### config.mk
export PLATFORM = sky130hd
export DESIGN_NAME = twr_access
export DESIGN_NICKNAME = d
export VERILOG_FILES = /design/src/verilog/twr_pkg.sv /design/src/verilog/twr_temp.sv /design/src/verilog/twr_flag.sv /design/src/verilog/twr_access.sv
export SDC_FILE = /design/constraint.sdc
export NUM_CORES = 1
export LEC_CHECK = 0
export BUFFER_PORTS_ARGS = -buffer_cell sky130_fd_sc_hd__buf_2
export CORE_MARGIN = 4
export CORE_UTILIZATION = 54
export DETAILED_ROUTE_END_ITERATION = 8
export GPL_TIMING_DRIVEN = 0
export PLACE_DENSITY = 0.74
export SETUP_SLACK_MARGIN = 0.4
export SLEW_MARGIN = 30
export SYNTH_ARGS = -nofsm -noshare
export SYNTH_HDL_FRONTEND = slang
export SYNTH_SLANG_ARGS = --single-unit
### constraint.sdc
create_clock -name clock -period 2.7 [get_ports clock]
set_input_delay 0.135 -clock clock [delete_from_list [all_inputs] [get_ports clock]]
set_output_delay 0.135 -clock clock [all_outputs]
set_load 0.05 [all_outputs]
### src/verilog/twr_pkg.sv
// Package: constants and carriers for the timer wide register access block
package twr_pkg;
    // ==========================================================
    // Byte locations on the CPU side (index of an 8-bit I/O slot)
    localparam logic [3:0] ADDR_CNT_L = 4'h0;
    localparam logic [3:0] ADDR_CNT_H = 4'h1;
    localparam logic [3:0] ADDR_CMPA_L = 4'h2;
    localparam logic [3:0] ADDR_CMPA_H = 4'h3;
    localparam logic [3:0] ADDR_CMPB_L = 4'h4;
    localparam logic [3:0] ADDR_CMPB_H = 4'h5;
    localparam logic [3:0] ADDR_CMPC_L = 4'h6;
    localparam logic [3:0] ADDR_CMPC_H = 4'h7;
    localparam logic [3:0] ADDR_CAP_L = 4'h8;
    localparam logic [3:0] ADDR_CAP_H = 4'h9;
    localparam logic [3:0] ADDR_CTRL_B = 4'hA;
    localparam logic [3:0] ADDR_CTRL_C = 4'hB;
    // ==========================================================
    // Field positions inside the control bytes
    localparam int CSEL_LSB = 0;
    localparam int WGM3_BIT = 4;
    localparam int FOC_C_BIT = 5;
    localparam int FOC_B_BIT = 6;
    localparam int FOC_A_BIT = 7;
    // ==========================================================
    // Reset values
    localparam logic [7:0] TEMP_RESET = 8'h00;
    localparam logic [15:0] WIDE_RESET = 16'h0000;
    localparam logic [7:0] CTRL_RESET = 8'h00;
    localparam logic [2:0] CSEL_STOP = 3'h0;

    // CPU byte access carrier
    typedef struct packed {
        logic rd;
        logic wr;
        logic [3:0] addr;
        logic [7:0] wdata;
    } twr_bus_t;

    // Values handed to the counter unit
    typedef struct packed {
        logic [15:0] cmp_a;
        logic [15:0] cmp_b;
        logic [15:0] cmp_c;
        logic [2:0] clock_source_select;
        logic waveform_mode_bit3;
        logic force_compare_a;
        logic force_compare_b;
        logic force_compare_c;
        logic cmp_c_irq_mask;
    } twr_cfg_t;
endpackage : twr_pkg

### src/verilog/twr_temp.sv
// Shared high byte temporary register
`timescale 1ns/10ps
module twr_temp (
    input wire logic clock,
    input wire logic rstn,
    input wire logic load,
    input wire logic [7:0] din,
    output logic [7:0] q
);
    import twr_pkg::*;

    typedef struct packed {
        logic [7:0] value;
    } twr_temp_state_t;

    twr_temp_state_t state;
    twr_temp_state_t next_state;

    // ==========================================================
    // Holds its value unless loaded; low byte writes never touch it
    always_comb begin
        next_state = state;
        if (load) begin
            next_state.value = din;
        end
    end

    // Register the state
    always_ff @(posedge clock) begin
        if (!rstn) begin
            state <= '{value: TEMP_RESET};
        end else begin
            state <= next_state;
        end
    end

    assign q = state.value;
endmodule : twr_temp

### src/verilog/twr_flag.sv
// Sticky flag where hardware set wins over software clear
`timescale 1ns/10ps
module twr_flag (
    input wire logic clock,
    input wire logic rstn,
    input wire logic set,
    input wire logic clear,
    output logic q
);
    typedef struct packed {
        logic flag;
    } twr_flag_state_t;

    twr_flag_state_t state;
    twr_flag_state_t next_state;

    // ==========================================================
    // Set is checked last so a same-cycle event is never lost
    always_comb begin
        next_state = state;
        if (clear) begin
            next_state.flag = 1'b0;
        end
        if (set) begin
            next_state.flag = 1'b1;
        end
    end

    // Register the state
    always_ff @(posedge clock) begin
        if (!rstn) begin
            state <= '{flag: 1'b0};
        end else begin
            state <= next_state;
        end
    end

    assign q = state.flag;
endmodule : twr_flag

### src/verilog/twr_access.sv
// Wide register access path of a 16-bit timer: counter, compares, capture, controls
//
// Notes on behaviour
// - Counter, three compares and capture are 16-bit, reached by two byte accesses.
// - One 8-bit temporary byte is shared by all wide registers of the timer.
// - Low byte write loads temporary high and written low together in one cycle.
// - Counter or capture low byte read copies the high byte into the temporary register same cycle.
// - Compare reads bypass the temporary byte and return their own high byte.
// - The temporary byte survives low byte writes, so one high write serves many.
// - A three-bit clock source select sits in control register B.
// - Control register C holds force compare bits for channels A, B and C.
// - Waveform mode bit 3 sits in control register B.
// - Compare channel C has its own interrupt flag and mask bit.
// - Clock select zero stops the counter; CPU access still works.
// - A CPU counter write beats a clear or count in the same cycle.
`timescale 1ns/10ps
module twr_access #(
    parameter int WIDTH = 16
) (
    input wire logic clock,
    input wire logic rstn,
    input twr_pkg::twr_bus_t bus,
    input wire logic clk_tick,
    input wire logic count_up,
    input wire logic count_clear,
    input wire logic capture_event,
    input wire logic cmp_c_match,
    input wire logic cmp_c_flag_clear,
    output logic [7:0] rdata,
    output logic [WIDTH-1:0] counter_value,
    output logic [WIDTH-1:0] capture_value,
    output twr_pkg::twr_cfg_t cfg,
    output logic cmp_c_flag,
    output logic cmp_c_irq
);
    import twr_pkg::*;

    // Module state other than the shared byte and the channel C flag lives in one packed struct
    typedef struct packed {
        logic [7:0] rdata;
        logic [WIDTH-1:0] cnt;
        logic [WIDTH-1:0] cmp_a;
        logic [WIDTH-1:0] cmp_b;
        logic [WIDTH-1:0] cmp_c;
        logic [WIDTH-1:0] cap;
        logic [7:0] ctrl_b;
        logic [7:0] ctrl_c;
        logic irq;
    } twr_state_t;

    twr_state_t state;
    twr_state_t next_state;

    logic [7:0] temp_q;
    logic temp_load;
    logic [7:0] temp_din;
    logic flag_q;

    // ==========================================================
    // Helpers
    function automatic logic [WIDTH-1:0] join_bytes(input logic [7:0] hi, input logic [7:0] lo);
        join_bytes = {hi, lo};
    endfunction : join_bytes

    function automatic logic is_high_slot(input logic [3:0] a);
        is_high_slot = (a == ADDR_CNT_H) || (a == ADDR_CMPA_H) || (a == ADDR_CMPB_H) ||
                       (a == ADDR_CMPC_H) || (a == ADDR_CAP_H);
    endfunction : is_high_slot

    // ==========================================================
    // Shared temporary byte
    twr_temp u_temp (
        .clock(clock),
        .rstn(rstn),
        .load(temp_load),
        .din(temp_din),
        .q(temp_q)
    );

    // Compare channel C flag; the match set wins over a clear
    twr_flag u_flag_c (
        .clock(clock),
        .rstn(rstn),
        .set(cmp_c_match),
        .clear(cmp_c_flag_clear),
        .q(flag_q)
    );

    // ==========================================================
    // Temporary byte loading: high writes and counter/capture low reads
    always_comb begin
        temp_load = 1'b0;
        temp_din = bus.wdata;
        if (bus.wr && is_high_slot(bus.addr)) begin
            temp_load = 1'b1;
        end else if (bus.rd && bus.addr == ADDR_CNT_L) begin
            temp_load = 1'b1;
            temp_din = state.cnt[15:8];
        end else if (bus.rd && bus.addr == ADDR_CAP_L) begin
            temp_load = 1'b1;
            temp_din = state.cap[15:8];
        end
    end

    // ==========================================================
    // Next state: CPU writes, counting, capture and read data
    always_comb begin
        next_state = state;
        next_state.irq = flag_q & state.ctrl_c[0];
        // Counter advances only on a tick with a clock source chosen
        if (count_clear) begin
            next_state.cnt = '0;
        end else if (clk_tick && state.ctrl_b[2:0] != CSEL_STOP) begin
            next_state.cnt = count_up ? state.cnt + 16'h0001 : state.cnt - 16'h0001;
        end
        if (capture_event) begin
            next_state.cap = state.cnt;
        end
        // Low byte writes commit temp plus data; temp itself is kept
        if (bus.wr) begin
            case (bus.addr)
                ADDR_CNT_L: next_state.cnt = join_bytes(temp_q, bus.wdata);
                ADDR_CMPA_L: next_state.cmp_a = join_bytes(temp_q, bus.wdata);
                ADDR_CMPB_L: next_state.cmp_b = join_bytes(temp_q, bus.wdata);
                ADDR_CMPC_L: next_state.cmp_c = join_bytes(temp_q, bus.wdata);
                ADDR_CAP_L: next_state.cap = join_bytes(temp_q, bus.wdata);
                ADDR_CTRL_B: next_state.ctrl_b = bus.wdata;
                ADDR_CTRL_C: next_state.ctrl_c = bus.wdata;
                default: next_state.ctrl_b = state.ctrl_b;
            endcase
        end
        // Read data is registered, one cycle after the strobe
        if (bus.rd) begin
            case (bus.addr)
                ADDR_CNT_L: next_state.rdata = state.cnt[7:0];
                ADDR_CMPA_L: next_state.rdata = state.cmp_a[7:0];
                ADDR_CMPB_L: next_state.rdata = state.cmp_b[7:0];
                ADDR_CMPC_L: next_state.rdata = state.cmp_c[7:0];
                ADDR_CAP_L: next_state.rdata = state.cap[7:0];
                ADDR_CMPA_H: next_state.rdata = state.cmp_a[15:8];
                ADDR_CMPB_H: next_state.rdata = state.cmp_b[15:8];
                ADDR_CMPC_H: next_state.rdata = state.cmp_c[15:8];
                ADDR_CNT_H: next_state.rdata = temp_q;
                ADDR_CAP_H: next_state.rdata = temp_q;
                ADDR_CTRL_B: next_state.rdata = state.ctrl_b;
                // Force bits are strobes and read back as zero
                ADDR_CTRL_C: next_state.rdata = {3'h0, state.ctrl_c[4:0]};
                default: next_state.rdata = 8'h00;
            endcase
        end
        // Force compare bits act for one cycle only
        if (!(bus.wr && bus.addr == ADDR_CTRL_C)) begin
            next_state.ctrl_c[FOC_A_BIT] = 1'b0;
            next_state.ctrl_c[FOC_B_BIT] = 1'b0;
            next_state.ctrl_c[FOC_C_BIT] = 1'b0;
        end
    end

    // ==========================================================
    // Register the state
    always_ff @(posedge clock) begin
        if (!rstn) begin
            state <= '{rdata: 8'h00, cnt: WIDE_RESET, cmp_a: WIDE_RESET, cmp_b: WIDE_RESET,
                       cmp_c: WIDE_RESET, cap: WIDE_RESET, ctrl_b: CTRL_RESET, ctrl_c: CTRL_RESET,
                       irq: 1'b0};
        end else begin
            state <= next_state;
        end
    end

    // ==========================================================
    // Outputs, all from flip-flops
    assign rdata = state.rdata;
    assign counter_value = state.cnt;
    assign capture_value = state.cap;
    assign cmp_c_flag = flag_q;
    assign cmp_c_irq = state.irq;
    // One assignment fills the whole carrier so the port has a single driver
    assign cfg = '{
        cmp_a: state.cmp_a,
        cmp_b: state.cmp_b,
        cmp_c: state.cmp_c,
        clock_source_select: state.ctrl_b[CSEL_LSB +: 3],
        waveform_mode_bit3: state.ctrl_b[WGM3_BIT],
        force_compare_a: state.ctrl_c[FOC_A_BIT],
        force_compare_b: state.ctrl_c[FOC_B_BIT],
        force_compare_c: state.ctrl_c[FOC_C_BIT],
        cmp_c_irq_mask: state.ctrl_c[0]
    };
endmodule : twr_access

==> flow_summary.toml, run 1 <==
[hold_path]
hold_depth = 4
hold-path-endpoint = "u_flag_c.q"
holdCritPathClass = "input port to register"
min-delay-start = "cmp_c_flag_clear"

[floorplan]
dieArea_mm2 = 0.0141
start_util = 0.552
die_y_um = 119
fp.dieW_um = 119
core_area_mm2 = 0.0120
num_rows = 40
io_pins = 120

[critical_path]
worstReg2RegEnd = "counter_value[7]"
path_class = "register to register"
reg2reg_setup_slack_ps = 510
crit_required_ps = 2980
cp-end-kind = "register"
cp-start-kind = "register"
cp_max_fo = 6
reg2reg_depth = 7
arrival_ps = 2470
reg2reg_from = "counter_value[1]"

[global_route]
grt.overflow.total = 0
use_met3 = 0.0804
gr-usage-met1 = 0.418
grt_antenna_before_repair = 0
grt_pass1_wl_um = 33800
busiest_layer = "met2"
grt.total_usage = 0.304
grt_max_degree = 17
grt_use_met2 = 0.459
grt_pass1_vias = 6187

[pwr]
p_seq_frac = 0.390
internal_power_mw = 3.28
p_comb_frac = 0.106
clockPowerShare = 0.504
power_density_mw_per_mm2 = 567
p_sw_frac = 0.275
power_leakage_nw = 3.53
power.switching_mw = 1.24
ir_drop_mv = 0.402

[placed_design]
place_hpwl_um = 16000
gp_routability_congestion = 1.01
place_area_mm2 = 0.00734
port-buffer-count = 105

[finish]
layout.nets = 998
stdcell_area_mm2 = 0.00797
area_growth_pct = 20.1
drive_above_1_share = 0.283
antenna_cells = 0

[sta]
fin_crit_sh = 0.812
slew_headroom = 0.479
hold_viol = 0
finalSetupTns_ps = 0
tightestPinTransition_ps = 782
period_needed_ps = 2190
rsz0062_at_grt = "false"
slew_viol_final = 0
fin_worst_skew_ps = 5.43
fmax_mhz = 456
setup-violations-final = 0

[clock_tree]
postCtsSetupBuffers = 0
cts_tree = "yes"
clock_latency_ps = 410
numClockSinks = 114
numCtsBuffers = 17
cts_root_buf = "clkbuf_16"
cts_htree_levels = 4
clk_pin_slew_ps = 60
cts_buffer_depth = 2

[synthesis]
synth_nets = 873
yosysTopAreaCell = "dfxtp_1"
ys_seq_elements = 114
synth_area_leaders = "dfxtp_1, buf_4, nand2_1, mux2i_1, a21oi_1"
avgSynthCellArea_um2 = 7.93
synth_area_mm2 = 0.00663
yosysMostFrequentCell = "nand2_1"
yosys_warnings = 0
synth_flop_cell = "dfxtp_1"
synth_cell_types = 65
synth_top_area_frac = 0.344
synth_edf_count = 0
synthTopCellsByCount = "nand2_1, dfxtp_1, buf_4"
async_flop_share = 0
seq_area_frac_synth = 0.344
syn-instance-count = 836

[run_status]
status = "finished, final reports clean"

[drt]
num_vias = 6680
postRouteWirelength_um = 22100
drt_iter0_drc = 798
dr.pass1.iters = 6
vias_per_cell = 5.96
post_drt_wl_per_cell_um = 19.7
ant_nets = 0
drc = 0

[job]
maxCapViolations = 0
## kinds of logic (layout without fill, tap and decap cells)
logic type,after synthesis,after routing,synth area share
buffers and inverters,167,305,0.155
multiplexers,44,44,0.0706
flip-flops,114,114,0.344
adder cells (fa/ha/maj),15,15,0.0294
AND/OR/NAND/NOR,260,260,0.167
AO/OA/AOI/OAI,224,224,0.218
XOR/XNOR,12,12,0.0159
## cell type report
cell class                      count  area (µm²)
Sequential cell                   114        2280
Inverter                           10        37.5
Buffer                            157         988
Tap cell                          147         184
Multi-Input combinational cell    555        3330
Clock inverter                     13         150
Clock buffer                       19         453
Fill cell                        1081        4050
Timing Repair Buffer              106         536
## metal layers
| layer | vias up | routed length [µm] |
|---|---|---|
| li1 | 3099 | - |
| met1 | 3107 | 9300 |
| met2 | 408 | 9620 |
| met3 | 66 | 2440 |
| met4 | 0 | 704 |
| met5 | - | 0 |
## critical path, stage by stage, from the launching register on
cell and delay (ps):
dfxtp_1 470, ha_1 300, a211oi_1 260, o21a_1 270, o21ai_1 180, xor2_1 180, a221oi_1 320, nor2_1 70
## flip-flops by register name, summed over array words and instances, names as in the netlist
register       cells
cfg               56
capture_value     16
counter_value     16
rdata              8
state              8
u_temp.q           8
cmp_c_irq          1
u_flag_c.q         1
## cells in the final DEF (no fill, tap or decap), types with 10 or more instances in the layout
cell type	netlist	final
a211oi_1	20	20
a21oi_1	78	78
a22oi_1	17	17
and3_1	11	11
buf_2	22	127
buf_4	97	97
clkbuf_1	34	34
clkbuf_16	0	17
dfxtp_1	114	112
ha_1	14	14
mux2i_1	40	40
nand2_1	143	143
nand3_1	19	19
nor2_1	60	60
o21ai_0	30	30
o21ai_1	10	10
## repair_timing
action                                  in CTS  in global routing
gates resized for setup                      0                  4
endpoints found under the setup margin       0                  3
endpoints found under the hold margin        1                  0
hold buffers                                 1                  0
## metrics by stage
step	util	power [mW]	hold slack, ps	setup WS (ps)	instances
5_1_grt	0.663	4.63	23.9	407	1121
3_3_place_gp	0.611	2.26	345	217	1088
2_1_floorplan	-	2.12	252	626	836
4_1_cts	0.662	4.51	3.93	497	1121
6_report	0.663	4.52	5.81	508	1121
3_5_place_dp	0.611	2.26	350	196	1088
## power by group through the flow
stage | logic, mW | registers, mW | clock network [mW]
finish | 0.479 | 1.76 | 2.28
floorplan | 0.342 | 1.78 | 0
detailed placement | 0.463 | 1.80 | 0
global route | 0.507 | 1.76 | 2.36
global placement | 0.462 | 1.79 | 0
CTS | 0.467 | 1.76 | 2.28
## worst max path at each step
| stage | startpoint | to | cells after the start |
|---|---|---|---|
| floorplan | count_up | counter_value[15] | 9 |
| global placement | count_up | counter_value[15] | 10 |
| detailed placement | count_up | counter_value[15] | 10 |
| CTS | counter_value[9] | counter_value[15] | 8 |
| global route | counter_value[0] | counter_value[6] | 8 |
| finish | counter_value[1] | counter_value[7] | 7 |
No activity file was read; power rests on OpenSTA's default activity.
==> run 2: changes to the inputs <==
==> constraint.sdc (replaced) <==
create_clock -name clock -period 2.2 [get_ports clock]
set_input_delay 0.11 -clock clock [delete_from_list [all_inputs] [get_ports clock]]
set_output_delay 0.11 -clock clock [all_outputs]
set_load 0.05 [all_outputs]
==> flow_summary.toml, run 2 (synthesis results as in run 1) <==
[critical_path]
path_cells = "ha_1, o211a_1, o31a_1, o21a_1, a211oi_2, xor2_1, o21ai_1"
cp_slowest_stage_delay_ps = 440
crit_required_ps = 2500
arrival_ps = 2220
path_class = "register to register"
cp_slowest_cell = "dfxtp_2"
cp-start-kind = "register"
crit_family = "compound AO/OA/AOI/OAI gates"
cp_max_fo = 5
cp-end-kind = "register"
crit_buf_inv = 0

[clock_tree]
cts_htree_levels = 4
cts_buffer_depth = 2
numCtsBuffers = 17
clk_pin_slew_ps = 60
clock_latency_ps = 420
cts_root_buf = "clkbuf_16"
numClockSinks = 114
cts_tree = "yes"

[drt]
dr.pass1.iters = 7
ant_nets = 0
drt_iter0_drc = 767
post_drt_wl_per_cell_um = 20.3
drc = 0
vias_per_cell = 6.08
postRouteWirelength_um = 23300
num_vias = 6969

[global_route]
grt.total_usage = 0.318
grt_use_met2 = 0.509
grt_antenna_before_repair = 0
grt_pass1_wl_um = 35300
grt.overflow.total = 0
gr-usage-met1 = 0.402
use_met3 = 0.0584
grt_max_degree = 17
grt_pass1_vias = 6377
busiest_layer = "met2"

[floorplan]
fp.dieW_um = 119
dieArea_mm2 = 0.0141
start_util = 0.552
core_area_mm2 = 0.0120
io_pins = 120
num_rows = 40
die_y_um = 119

[placed_design]
place_hpwl_um = 15900
port-buffer-count = 105
gp_routability_congestion = 1.01
placed_cells = 1088
place_ws_ps = -318

[job]
maxCapViolations = 0

[run_status]
status = "finished, final reports clean"

[finish]
final_cell_mix = "nand2_1, buf_2, buf_4"
antenna_cells = 0
fin_util = 0.703
final_common_cell = "nand2_1"
largest_register_ffs = 56
layout.nets = 1023
drive_above_1_share = 0.343
area_growth_pct = 27.3
instances_no_fill = 1146

[sta]
holdWs_ps = 75.8
setup-violations-final = 0
slew_headroom = 0.452
hold_viol = 0
slew_viol_final = 0
tightestPinTransition_ps = 822
fin_worst_skew_ps = 12.3
rsz0062_at_grt = "true"
worst_slack_ps = 279
fmax_mhz = 520
fin_crit_sh = 0.873
period_needed_ps = 1920

[pwr]
power_leakage_nw = 3.68
power_density_mw_per_mm2 = 657
ir_drop_mv = 0.377

[hold_path]
holdCritPathClass = "input port to register"
run 2: changes by cell type in the layout (fill, tap and decap cells not counted), sizes merged:
cell	delta
inv	-2
clkinvlp	-1
buf	+24
clkbuf	-2
clkinv	+5
dlygate4sd3	+1
run 2: timing repair:
item                       CTS  global route
setup endpoints to repair   16            24
gates resized for setup     39            23
pin swaps                   20            15
hold endpoints to repair     1             0
buffers inserted            14            10
hold buffers                 2             0
run 2: per-layer routing:
layer | share of wire | vias up
met4 | 0.058 | 0
met3 | 0.093 | 113
li1 | - | 3148
met5 | 0 | -
met2 | 0.47 | 445
met1 | 0.38 | 3263
run 2: worst reg2reg max path: cells and delay by family (launching register included):
| kind | cells | cell delay [ps] |
|---|---|---|
| fa+ha+maj | 1 | 340 |
| xor+xnor | 1 | 170 |
| compound gates | 5 | 850 |
| flops | 1 | 440 |
run 2: stage by stage:
step | power, mW | TNS, ps | instance area (µm²)
floorplan | 2.61 | 0 | 6690
global placement | 2.78 | -1440 | 7400
detailed placement | 2.78 | -1560 | 7410
CTS | 5.49 | 0 | 8260
global route | 5.65 | 0 | 8440
finish | 5.54 | 0 | 8440
run 2: final timing paths:
check / startpoint / endpoint / slack, ps / cells past startpoint
worst max-delay path: counter_value[5] / counter_value[14] / 280 / 7
worst min-delay path: bus[0] / cfg[40] / 80 / 3
worst max register to register: counter_value[5] / counter_value[14] / 280 / 7
worst min register to register: cfg[44] / cfg[44] / 480 / 2
run 2: where the power goes:
part	internal [mW]	leakage, nW	switching [mW]	total [mW]
combinational	0.213	2.47	0.437	0.650
sequential	2.09	0.931	0.0567	2.15
clock	1.67	0.280	1.07	2.74
total	3.98	3.68	1.56	5.54
run 2: area by class of cell:
type                            count  area (µm²)
Multi-Input combinational cell    555        3570
Fill cell                         991        3570
Sequential cell                   114        2320
Buffer                            157         996
Timing Repair Buffer              131         742
Clock buffer                       17         425
Tap cell                          147         184
Clock inverter                     15         159
Inverter                           10        41.3
